<file path="src/verilog/fcs_map.vh">
// constants for the flash command sequencer
`ifndef FCS_MAP_VH
`define FCS_MAP_VH
`define FCS_ADDR_UNLOCK1   16'hAAA8
`define FCS_ADDR_UNLOCK2   16'h5554
`define FCS_ADDR_ZERO      16'h0000
`define FCS_DAT_UNLOCK1    8'hAA
`define FCS_DAT_UNLOCK2    8'h55
`define FCS_CMD_RESET      8'hF0
`define FCS_CMD_PROGRAM    8'hA0
`define FCS_CMD_ERASE      8'h80
`define FCS_CMD_CHIP       8'h10
`define FCS_CMD_BLOCK      8'h30
`define FCS_CMD_VERIFY     8'h90
`define FCS_CMD_PROTECT    8'h9A
`define FCS_DAT_SECURE     8'h98
`define FCS_PROG_TOP       24'h07FFFF
`define FCS_NUM_BLOCKS     19
`define FCS_CLK_MHZ        50
`define FCS_ERASE_WIN_US   50
`define FCS_ERASE_WIN_CYC  (`FCS_ERASE_WIN_US * `FCS_CLK_MHZ)
`endif

</file>
<file path="src/verilog/fcs_block_decode.v">
// maps an array byte offset to one of the erase blocks
`timescale 1ns/1ps
module fcs_block_decode (
  input  wire [18:0] offset,
  output reg  [4:0]  block
);
  // 15 big blocks of 32K, then 16K, 8K, 4K, 4K at the top
  always @* begin
    if (offset[18:15] != 4'hF)
      block = {1'b0, offset[18:15]};
    else if (offset[14] == 1'b0)
      block = 5'h0F;
    else if (offset[13] == 1'b0)
      block = 5'h10;
    else if (offset[12] == 1'b0)
      block = 5'h11;
    else
      block = 5'h12;
  end
endmodule

</file>
<file path="src/verilog/fcs_sequencer.v">
// command decoder and write status reporter for the on-chip flash array
`timescale 1ns/1ps
`include "fcs_map.vh"
// Behaviour
// - unlock AA@AAA8, 55@5554, then command@AAA8
// - decode F0 A0 80 10 30 90; 9A falls back to read
// - compare low 16 bits; F0@xxx0 resets (ignored in the block erase window, where the erase still starts)
// - chip erase/security off six cycles
// - block erase 30 at block address
// - nineteen blocks of mixed sizes
// - verify protect: 90 then tagged read
// - verify read returns one when protected
// - security on: A0 then 98@0000
// - status bits 7,5,3 during operations
// - timeout drives bits 5,3 high
// - programmer mode from reset straps
// - programmer map 0 to 7FFFF
// - programmer accesses are halfword aligned
// - ignore commands while busy
// - invalid sequence returns to read (writes other than an aligned 30 in the erase window are ignored)
module fcs_sequencer #(
  parameter ERASE_WIN_CYC = `FCS_ERASE_WIN_CYC,
  parameter OP_CYC        = 64,
  parameter TIMEOUT_CYC   = 100000
) (
  input  wire        ref_clk,
  input  wire        rst_n,
  input  wire        wr_stb,
  input  wire        rd_stb,
  input  wire [23:0] bus_addr,
  input  wire [31:0] bus_wdata,
  input  wire [3:0]  bus_be,
  input  wire        security_access_select,
  input  wire [18:0] block_protect_map,
  input  wire        op_fail,
  input  wire        rst_pin_n,
  input  wire        bus_width_strap_lo,
  input  wire        bus_width_strap_hi,
  input  wire        mode_strap_a,
  input  wire        mode_strap_b,
  input  wire        mode_strap_c,
  output reg         ready_busy_flag,
  output reg         read_mode,
  output reg  [7:0]  status_byte,
  output reg  [31:0] protect_query_result,
  output reg         query_valid,
  output reg         programmer_mode,
  output reg         access_error,
  output reg         op_start,
  output reg  [2:0]  op_kind,
  output reg  [23:0] program_target_addr,
  output reg  [31:0] program_value,
  output reg  [4:0]  op_block,
  output reg         security_bit
);
  // sequence states
  localparam S_IDLE = 4'd0, S_U1 = 4'd1, S_U2 = 4'd2, S_PGM = 4'd3, S_ERS = 4'd4;
  localparam S_EU1 = 4'd5, S_EU2 = 4'd6, S_VFY = 4'd7, S_RUN = 4'd8, S_WIN = 4'd9;
  localparam S_FAIL = 4'd10, S_SEC = 4'd11;
  // operation kinds
  localparam K_PROG = 3'd0, K_CHIP = 3'd1, K_BLOCK = 3'd2, K_SON = 3'd3, K_SOFF = 3'd4;

  // state and timers
  reg  [3:0]  st_q;
  reg  [31:0] cnt_q;
  reg  [31:0] tmo_q;
  reg         poll_q;
  // two-flop synchronisers for the strap pins
  reg  [1:0]  sy_rst, sy_bw0, sy_bw1, sy_pa, sy_pb, sy_pc;
  // strap capture happens once per reset
  reg         strap_done_q;
  // command decode helpers; the region bits above 15 never take part
  wire [15:0] a16 = bus_addr[15:0];
  wire [7:0]  d8  = bus_wdata[7:0];
  wire        at_u1 = (a16 == `FCS_ADDR_UNLOCK1);
  wire        at_u2 = (a16 == `FCS_ADDR_UNLOCK2);
  // block decode output
  wire [4:0]  blk;
  wire        is_reset1 = wr_stb && (a16[3:0] == 4'h0) && (d8 == `FCS_CMD_RESET);
  wire        misalign;

  // erase block index of the current address
  fcs_block_decode u_dec (
    .offset (bus_addr[18:0]),
    .block  (blk)
  );

  // straps pass two flops; sampled once on the first cycle after reset
  always @(posedge ref_clk) begin
    sy_rst <= {sy_rst[0], rst_pin_n};
    sy_bw0 <= {sy_bw0[0], bus_width_strap_lo};
    sy_bw1 <= {sy_bw1[0], bus_width_strap_hi};
    sy_pa  <= {sy_pa[0], mode_strap_a};
    sy_pb  <= {sy_pb[0], mode_strap_b};
    sy_pc  <= {sy_pc[0], mode_strap_c};
  end

  // programmer mode caught after release, not under reset
  always @(posedge ref_clk) begin
    if (!rst_n) begin
      strap_done_q    <= 1'b0;
      programmer_mode <= 1'b0;
    end else if (!strap_done_q) begin
      strap_done_q    <= 1'b1;
      programmer_mode <= !sy_rst[1] && !sy_bw0[1] && sy_bw1[1]
                         && sy_pa[1] && !sy_pb[1] && !sy_pc[1];
    end
  end

  // halfword alignment and window check in programmer mode
  assign misalign = programmer_mode &&
                    (bus_addr[0] || bus_addr > `FCS_PROG_TOP);

  // command sequencer
  always @(posedge ref_clk) begin
    if (!rst_n) begin
      st_q                 <= S_IDLE;
      cnt_q                <= 32'h00000000;
      tmo_q                <= 32'h00000000;
      poll_q               <= 1'b0;
      ready_busy_flag      <= 1'b1;
      read_mode            <= 1'b1;
      status_byte          <= 8'h00;
      protect_query_result <= 32'h00000000;
      query_valid          <= 1'b0;
      access_error         <= 1'b0;
      op_start             <= 1'b0;
      op_kind              <= K_PROG;
      program_target_addr  <= 24'h000000;
      program_value        <= 32'h00000000;
      op_block             <= 5'h00;
      security_bit         <= 1'b0;
    end else begin
      op_start     <= 1'b0;
      query_valid  <= 1'b0;
      access_error <= (wr_stb || rd_stb) && misalign;
      case (st_q)
        // read mode: only the first unlock write moves on
        S_IDLE: begin
          read_mode <= 1'b1;
          if (wr_stb && !misalign && at_u1 && d8 == `FCS_DAT_UNLOCK1)
            st_q <= S_U1;
        end

        // first unlock seen; F0 at xxx0 cancels
        S_U1: begin
          if (is_reset1)
            st_q <= S_IDLE;
          else if (wr_stb)
            st_q <= (at_u2 && d8 == `FCS_DAT_UNLOCK2) ? S_U2 : S_IDLE;
        end

        // both unlocks seen; third write picks the command
        S_U2: begin
          if (wr_stb) begin
            st_q <= S_IDLE;
            if (at_u1) begin
              case (d8)
                `FCS_CMD_PROGRAM: st_q <= S_PGM;
                `FCS_CMD_ERASE:   st_q <= S_ERS;
                `FCS_CMD_VERIFY:  st_q <= S_VFY;
                default:          st_q <= S_IDLE; // F0, 9A and others: back to read
              endcase
            end
          end
        end

        // fourth write: program data or the security-on key
        S_PGM: begin
          if (is_reset1)
            st_q <= S_IDLE;
          else if (wr_stb && security_access_select) begin
            if (a16 == `FCS_ADDR_ZERO && d8 == `FCS_DAT_SECURE) begin
              op_kind <= K_SON;
              st_q    <= S_RUN;
            end else
              st_q <= S_IDLE;
          end else if (wr_stb) begin
            program_target_addr <= bus_addr;
            program_value       <= bus_wdata;
            op_kind             <= K_PROG;
            op_block            <= blk;
            st_q                <= S_RUN;
          end
          if (wr_stb && !is_reset1 && (security_access_select ?
              (a16 == `FCS_ADDR_ZERO && d8 == `FCS_DAT_SECURE) : 1'b1)) begin
            ready_busy_flag <= 1'b0;
            read_mode       <= 1'b0;
            op_start        <= 1'b1;
            cnt_q           <= 32'h00000000;
            tmo_q           <= 32'h00000000;
            poll_q          <= ~bus_wdata[7]; // complement until done
          end
        end

        // erase setup: second unlock pair must follow
        S_ERS: begin
          if (wr_stb)
            st_q <= (at_u1 && d8 == `FCS_DAT_UNLOCK1) ? S_EU1 : S_IDLE;
        end

        // erase setup, first unlock again
        S_EU1: begin
          if (wr_stb)
            st_q <= (at_u2 && d8 == `FCS_DAT_UNLOCK2) ? S_EU2 : S_IDLE;
        end

        // sixth write: chip erase or a block address
        S_EU2: begin
          if (wr_stb) begin
            st_q <= S_IDLE;
            if (at_u1 && d8 == `FCS_CMD_CHIP) begin
              op_kind         <= security_access_select ? K_SOFF : K_CHIP;
              st_q            <= S_RUN;
              ready_busy_flag <= 1'b0;
              read_mode       <= 1'b0;
              op_start        <= 1'b1;
              cnt_q           <= 32'h00000000;
              tmo_q           <= 32'h00000000;
              poll_q          <= 1'b0;
            end else if (d8 == `FCS_CMD_BLOCK && bus_addr[1:0] == 2'b00 &&
                         !security_access_select && !security_bit) begin
              op_kind   <= K_BLOCK;
              op_block  <= blk;
              st_q      <= S_WIN;
              read_mode <= 1'b0;
              cnt_q     <= 32'h00000000;
              tmo_q     <= 32'h00000000;
              poll_q    <= 1'b0;
            end
          end
        end

        // block erase waits out its window before starting
        S_WIN: begin
          // erase window: block erase restarts the window on a repeat
          status_byte <= 8'h00;
          if (wr_stb && d8 == `FCS_CMD_BLOCK && bus_addr[1:0] == 2'b00) begin
            op_block <= blk;
            cnt_q    <= 32'h00000000;
          end else if (cnt_q >= ERASE_WIN_CYC - 1) begin
            ready_busy_flag <= 1'b0;
            op_start        <= 1'b1;
            cnt_q           <= 32'h00000000;
            st_q            <= S_RUN;
          end else
            cnt_q <= cnt_q + 32'h00000001;
        end

        // verify: the next tagged read returns protection
        S_VFY: begin
          if (is_reset1)
            st_q <= S_IDLE;
          else if (rd_stb && !bus_addr[6] && bus_addr[4] && !bus_addr[3]
                   && bus_addr[1:0] == 2'b00) begin
            protect_query_result <= {31'h00000000, block_protect_map[blk]};
            query_valid          <= 1'b1;
            st_q                 <= S_IDLE;
          end else if (wr_stb)
            st_q <= S_IDLE;
        end

        // embedded operation running
        S_RUN: begin
          // commands ignored while busy; only the two timers and the status byte move
          cnt_q <= cnt_q + 32'h00000001;
          tmo_q <= tmo_q + 32'h00000001;
          status_byte <= {(op_kind == K_PROG) ? poll_q : 1'b0, 1'b0, 1'b0, 1'b0,
                          (op_kind == K_PROG) ? 1'b0 : 1'b1, 3'b000};
          if (op_fail || tmo_q >= TIMEOUT_CYC - 1) begin
            st_q <= S_FAIL;
          end else if (cnt_q >= OP_CYC - 1) begin
            ready_busy_flag <= 1'b1;
            st_q            <= S_IDLE;
            status_byte     <= 8'h00;
            if (op_kind == K_SON)
              security_bit <= 1'b1;
            else if (op_kind == K_SOFF)
              security_bit <= 1'b0;
          end
        end

        // failed or timed out
        S_FAIL: begin
          // stays locked with busy low until an F0 reset write at xxx0; reads do not release it
          status_byte <= {(op_kind == K_PROG) ? poll_q : 1'b0, 1'b0, 1'b1, 1'b0,
                          1'b1, 3'b000};
          if (is_reset1) begin
            st_q            <= S_IDLE;
            ready_busy_flag <= 1'b1;
            status_byte     <= 8'h00;
          end
        end

        // unused codes fall back to read mode
        default: st_q <= S_IDLE;
      endcase
    end
  end
endmodule
</file>
<file path="config.mk">
export PLATFORM = sky130hd
export DESIGN_NAME = fcs_sequencer
export DESIGN_NICKNAME = d
export VERILOG_FILES = /design/src/verilog/fcs_block_decode.v /design/src/verilog/fcs_sequencer.v
export VERILOG_INCLUDE_DIRS = /design/src /design/src/verilog
export SDC_FILE = /design/constraint.sdc
export NUM_CORES = 1
export LEC_CHECK = 0
export BUFFER_PORTS_ARGS = -buffer_cell sky130_fd_sc_hd__buf_4
export CORE_MARGIN = 1.5
export CORE_UTILIZATION = 35
export CTS_CLUSTER_DIAMETER = 40
export CTS_CLUSTER_SIZE = 10
export DETAILED_ROUTE_END_ITERATION = 16
export HOLD_SLACK_MARGIN = 0.15
export PLACE_DENSITY = 0.57
export SETUP_SLACK_MARGIN = 0.2
export SLEW_MARGIN = 0
export SYNTH_ARGS = -nofsm -noshare
export SYNTH_HDL_FRONTEND = slang
export SYNTH_SLANG_ARGS = --single-unit
</file>
<file path="constraint.sdc">
create_clock -name ref_clk -period 6.2 [get_ports ref_clk]
set_clock_uncertainty 0.15 [all_clocks]
set_input_delay 1.86 -clock ref_clk [delete_from_list [all_inputs] [get_ports ref_clk]]
set_output_delay 1.86 -clock ref_clk [all_outputs]
set_load 0.05 [all_outputs]
</file>
==> results.txt, run 1 <==
most numerous cell in the Yosys netlist - sky130_fd_sc_hd__nand2_1
antenna violations before repair - 0
# diodes - 0
width of the die - 148.8 µm
detailed route wirelength on metal2 - 9351 µm
unrepaired setup endpoints after global routing - no
asr flop ratio synth - 0
DIE HEIGHT - 148.8 µm
routed via count - 6,856
Hold Violations, Final - 0
detailed placer's ending HPWL - 13,920 µm
maximum fanout encountered on the critical timing path - 28
root buf cell - sky130_fd_sc_hd__clkbuf_16
TritonCTS clock tree - done
number of cells in the finished layout apart from fillers - 1,363
DRC violation total after the first TritonRoute iteration - 414
cell area power density - 233.8 nW/µm²
clock slew at reported path FFs - 60 ps
total negative slack for setup checks - 0 ps
Synth Area per Inst - 7.952 µm²
critical path data required time - 6320 ps
class of the most critical setup path - primary input to register
total I/O pin count - 202
CP Launch Type - primary input
number of I/O port buffers - 161
count of flip-flops with a built-in enable after synthesis - 0
Final Util - 0.4430
gr usage total - 0.1763
P_leak - 3.471 nW
Final Max Slew Viols - 0
post-synth top area cell - sky130_fd_sc_hd__dfxtp_1
worst min-delay path category - register to register
CTS hold repair buffers - 0
final period utilization - 0.7172
average vias per placed instance - 5.030
Overflow after GRT - 0
Bufs on Longest Clock Path - 2
proportion of synthesized chip area in sequential cells - 0.4223
Netlist cell types - 62
number of H-tree levels - 4
worst hold slack after final layout - 175.4 ps
type of element capturing the critical path - register
clock latency at the later pin of the worst-skew pair - 430 ps
weighted congestion reported at the end of routability-driven placement - 0.8292
die area - 22,150 µm²
count of maximum capacitance violations - 0
DRT met1 WL - 9172 µm
ranking of synthesized cells by area - sky130_fd_sc_hd__dfxtp_1 42%, sky130_fd_sc_hd__nand2_1 9.2%, sky130_fd_sc_hd__a21oi_1 6.1%
min cycle time layout - 4447 ps
result of the run - completed
maximum number of pins on one net before global-route repair - 57
fraction of final layout cells sized beyond drive strength 1 - 0.1958
TritonCTS Buffers - 17
drt wl/cell - 14.47 µm
number of placement rows - 53
signed area change from the synthesized netlist to the final layout - 24.73%
wire length on met3 - 960 µm
buffers inserted during post-CTS setup optimization - 0
vias in the first global route - 6,226
area fraction of the dominant cell type after synthesis - 0.4223
predominant post-synthesis flop cell - sky130_fd_sc_hd__dfxtp_1
CP Data Arrival Time - 4570 ps
maximum frequency from static timing analysis - 224.9 MHz
total of flip-flops plus latches after synthesis - 157
Residual DRC - 0
global-route wire length before repair - 31,450 µm
post-synthesis cell count - 936
number of warning messages in the yosys log - 0
overall routed net length - 19,730 µm
Routed Antenna Nets - 0
post-cts sizing count - 0
instance count after placement with tap cells included - 1,331
Fill cells - 2,136
worst-margin pin slew - 1106 ps
Initial Util - 0.3552
highest layer used for signal routing - met4
number of failing setup endpoints in the final timing report - 0
worst-case headroom to the max-slew limit - 0.2628
layout net count - 1,168
cell types with the highest counts after synthesis - 183 x sky130_fd_sc_hd__nand2_1, 157 x sky130_fd_sc_hd__dfxtp_1, 91 x sky130_fd_sc_hd__a21oi_1, 86 x sky130_fd_sc_hd__nor2_1, 39 x sky130_fd_sc_hd__xnor2_1
post-synthesis instance area - 7443 µm²
post-layout power - 2.171 mW
core outline area - 20,960 µm²
worst vdd rail ir drop - 158.8 µV
CTS sink count - 157
First-pass DRT Iterations - 5
-- layer usage --
metal,vias to the layer above,global-route usage
met4,0,0.05446
met1,3166,0.2322
li1,3484,-
met5,-,0
met3,19,0.03456
met2,187,0.2909
-- final cells by class --
type	instances	area, µm²	share of cell area
multi-input combinational	721	3940	0.4244
sequential	157	3143	0.3385
timing repair buffer	164	1231	0.1326
clock buffer	18	439.2	0.04730
tap	275	344.1	0.03706
clock inverter	14	133.9	0.01442
inverter	14	52.55	0.005660
-- metrics by stage --
stage	instance area [µm²]	worst slack, ps
after global placement	8711	1290
after global routing	9284	1370
after detailed placement	8711	1235
after floorplan	7575	2026
after CTS	9284	1676
final	9284	1753
-- power by group --
group	leakage (nW)	internal, mW	switching (mW)
registers	1.27	1.01	0.00103
logic	1.92	0.0475	0.0972
clock network	0.283	0.571	0.441
-- path summary, 6_finish.rpt --
| check | slack [ps] | cells after the start | to | startpoint |
|---|---|---|---|---|
| max | 1750 | 8 | cnt_q[8] | bus_addr[10] |
| min | 180 | 0 | sy_pc[1] | sy_pc[0] |
| max reg2reg | 2840 | 7 | cnt_q[31] | st_q[2] |
| min reg2reg | 180 | 0 | sy_pc[1] | sy_pc[0] |
-- flip-flops by register name, indices dropped and copies added, names as in the netlist, 2 cells and up --
register	flops
sy_pc	2
program_target_addr	24
sy_pa	2
sy_pb	2
sy_bw0	2
status_byte	3
op_kind	3
sy_bw1	2
sy_rst	2
st_q	4
cnt_q	32
program_value	32
op_block	5
tmo_q	32
-- kinds of logic after synthesis --
group	Yosys count	synth area share
AND/OR/NAND/NOR	474	0.3145
flip-flops	157	0.4223
AO/OA/AOI/OAI	154	0.1230
buffers and inverters	93	0.06657
XOR/XNOR	45	0.05295
multiplexers	10	0.01681
adder cells (fa/ha/maj)	2	0.003361
other	1	0.0005038
-- cell usage in the layout (no fill, tap or decap), types with 3 or more instances in the layout --
cell                        count
sky130_fd_sc_hd__o21ai_0       21
sky130_fd_sc_hd__nor4_1        34
sky130_fd_sc_hd__o211ai_1       6
sky130_fd_sc_hd__nor2b_1        5
sky130_fd_sc_hd__conb_1        36
sky130_fd_sc_hd__o211a_1        4
sky130_fd_sc_hd__nor4b_1        5
sky130_fd_sc_hd__a31oi_1        6
sky130_fd_sc_hd__xor2_1         6
sky130_fd_sc_hd__inv_6          4
sky130_fd_sc_hd__o31ai_1        3
sky130_fd_sc_hd__and4_1        11
sky130_fd_sc_hd__mux2i_1        8
sky130_fd_sc_hd__and2_1         9
sky130_fd_sc_hd__a311oi_1       3
sky130_fd_sc_hd__and4b_1        3
sky130_fd_sc_hd__clkbuf_16     17
sky130_fd_sc_hd__nand3b_1       5
sky130_fd_sc_hd__a21oi_1       91
sky130_fd_sc_hd__xnor2_1       39
sky130_fd_sc_hd__clkinv_2       3
sky130_fd_sc_hd__nand4_1       22
sky130_fd_sc_hd__or3_1         17
sky130_fd_sc_hd__and3_1         9
sky130_fd_sc_hd__or4_1          5
sky130_fd_sc_hd__inv_1         13
sky130_fd_sc_hd__nor2_1        86
sky130_fd_sc_hd__nor3b_1        3
sky130_fd_sc_hd__nor3_1        26
sky130_fd_sc_hd__buf_4        164
sky130_fd_sc_hd__nand3_1       33
sky130_fd_sc_hd__dfxtp_1      157
sky130_fd_sc_hd__nand2_1      182
sky130_fd_sc_hd__clkinv_4       4
sky130_fd_sc_hd__nand2b_1       4
-- critical path, stage by stage --
cell and delay [ps]:
sky130_fd_sc_hd__buf_4 120, sky130_fd_sc_hd__nor4_1 350, sky130_fd_sc_hd__and4_1 360, sky130_fd_sc_hd__nor4b_2 320
sky130_fd_sc_hd__o211a_1 440, sky130_fd_sc_hd__o211ai_1 220, sky130_fd_sc_hd__nand2_1 760, sky130_fd_sc_hd__nor2_1 120
Power figures use the tool's default switching activity.
==> run 2: changes to the inputs <==
==> constraint.sdc (replaced) <==
create_clock -name ref_clk -period 4.6 [get_ports ref_clk]
set_clock_uncertainty 0.15 [all_clocks]
set_input_delay 1.38 -clock ref_clk [delete_from_list [all_inputs] [get_ports ref_clk]]
set_output_delay 1.38 -clock ref_clk [all_outputs]
set_load 0.05 [all_outputs]
==> run 2 against run 1 <==
  * Wire length is 1.3% higher
  * Die area stayed put
  * Combinational power is 37% higher
  * Clock-buffer cell count is 2 higher
  * Sequential power is 36% higher
  * Clock power is 54% higher
  * Critical path depth stayed put
  * Utilization is 0.79 points higher
  * Register-to-register slack worse by 1500 ps
  * Power is 44% higher
  * Largest cell class unchanged
  * Largest power group is now clock
  * Highest routed layer unchanged
==> results.txt, run 2 (synthesis gave the netlist of run 1 again) <==
gr usage total - 0.1809
number of failing setup endpoints in the final timing report - 0
Initial Util - 0.3552
routed via count - 6,903
buffers inserted during post-CTS setup optimization - 0
delay of the slowest cell on the worst path - 660 ps
width of the die - 148.8 µm
worst-path cell chain - buf_4 -> nor3_1 -> nand3_2 -> o41ai_4 -> o211ai_2 -> or4_4 -> or4_1 -> a21oi_1
TritonCTS clock tree - done
CP Launch Type - primary input
die area - 22,150 µm²
weighted congestion reported at the end of routability-driven placement - 0.8082
unrepaired setup endpoints after global routing - no
worst vdd rail ir drop - 206.4 µV
root buf cell - sky130_fd_sc_hd__clkbuf_16
wire length on met3 - 963 µm
total I/O pin count - 202
result of the run - completed
worst hold slack after final layout - 178.0 ps
number of I/O port buffers - 161
detailed route wirelength on metal2 - 9383 µm
CP Data Arrival Time - 3940 ps
DIE HEIGHT - 148.8 µm
Residual DRC - 0
# diodes - 0
CTS sink count - 157
maximum number of pins on one net before global-route repair - 56
maximum fanout encountered on the critical timing path - 15
TritonCTS Buffers - 17
core outline area - 20,960 µm²
drt wl/cell - 14.54 µm
DRC violation total after the first TritonRoute iteration - 402
setup slack, reg-to-reg - 1360 ps
cell area power density - 331.0 nW/µm²
layout net count - 1,179
Overflow after GRT - 0
count of maximum capacitance violations - 0
global-route wire length before repair - 32,150 µm
P_leak - 3.553 nW
DRT met1 WL - 9408 µm
critical path data required time - 4810 ps
detailed placer's ending HPWL - 14,210 µm
clock slew at reported path FFs - 60 ps
Routed Antenna Nets - 0
min cycle time layout - 3731 ps
post-cts sizing count - 0
highest layer used for signal routing - met4
Hold Violations, Final - 0
family of cells with the greatest summed delay on the critical path - simple AND/OR/NAND/NOR gates
signed area change from the synthesized netlist to the final layout - 26.95%
Bufs on Longest Clock Path - 2
worst-case headroom to the max-slew limit - 0.3916
vias in the first global route - 6,312
Final Max Slew Viols - 0
worst-margin pin slew - 909.3 ps
class of the most critical setup path - primary input to register
number of placement rows - 53
total negative slack for setup checks - 0 ps
registers with the most flip-flops - cnt_q (32), program_value (32), tmo_q (32)
Slowest cell on crit path - sky130_fd_sc_hd__or4_4
clock latency at the later pin of the worst-skew pair - 430 ps
worst min-delay path category - register to register
number of H-tree levels - 4
type of element capturing the critical path - register
antenna violations before repair - 0
fraction of final layout cells sized beyond drive strength 1 - 0.2020
final period utilization - 0.8110
most common cell after layout, fill and taps aside - sky130_fd_sc_hd__nand2_1
maximum frequency from static timing analysis - 268.1 MHz
worst path bufs/invs - 1
average vias per placed instance - 5.024
CTS hold repair buffers - 0
overall routed net length - 19,980 µm
First-pass DRT Iterations - 5
most used cells in the layout excluding fill and tap cells - 182 x sky130_fd_sc_hd__nand2_1, 175 x sky130_fd_sc_hd__buf_4, 157 x sky130_fd_sc_hd__dfxtp_1
## run 2: changes by cell type in the layout (fill, tap and decap cells not counted)
cell / previous run / this run
sky130_fd_sc_hd__inv_8: 1 / 0
sky130_fd_sc_hd__buf_4: 164 / 175
sky130_fd_sc_hd__clkbuf_1: 0 / 2
sky130_fd_sc_hd__bufinv_16: 1 / 5
sky130_fd_sc_hd__clkinvlp_4: 1 / 2
sky130_fd_sc_hd__clkinv_2: 3 / 0
sky130_fd_sc_hd__inv_6: 4 / 3
sky130_fd_sc_hd__clkinv_4: 4 / 2
## run 2: power breakdown
group	total [mW]	switching (mW)	internal [mW]
registers	1.37	0.00155	1.37
logic	0.198	0.132	0.0664
clock network	1.56	0.577	0.985
## run 2: area by class of cell
type                    instances  area, µm²
repair buffers                175       1314
inverters                      14      52.55
well taps                     275      344.1
fillers                      2165      11510
multi-input cells             721       3940
flip-flops and latches        157       3143
clock inverters                12      209.0
clock buffers                  20      446.7
## run 2: path summary, 6_finish.rpt
kind	end	depth (start not counted)	startpoint
max	cnt_q[31]	8	bus_addr[0]
min	sy_pa[1]	0	sy_pa[0]
max reg2reg	st_q[0]	8	tmo_q[0]
min reg2reg	sy_pa[1]	0	sy_pa[0]
## run 2: stage by stage
stage	instance area, µm²	std cells	util	power [mW]	worst slack (ps)
finish	9449	1374	0.4509	3.127	869.4
global route	9449	1374	0.4509	3.236	743.9
CTS	9449	1374	0.4509	3.168	878.3
detailed placement	8793	1342	0.4196	1.596	438.4
global placement	8793	1342	0.4196	1.595	482.4
floorplan	7575	971	-	1.529	906.0
## run 2: per-layer routing
| layer | vias up | GRT usage |
|---|---|---|
| met5 | - | 0 |
| met3 | 20 | 0.03700 |
| met4 | 0 | 0.05792 |
| met1 | 3204 | 0.2359 |
| li1 | 3516 | - |
| met2 | 163 | 0.2991 |
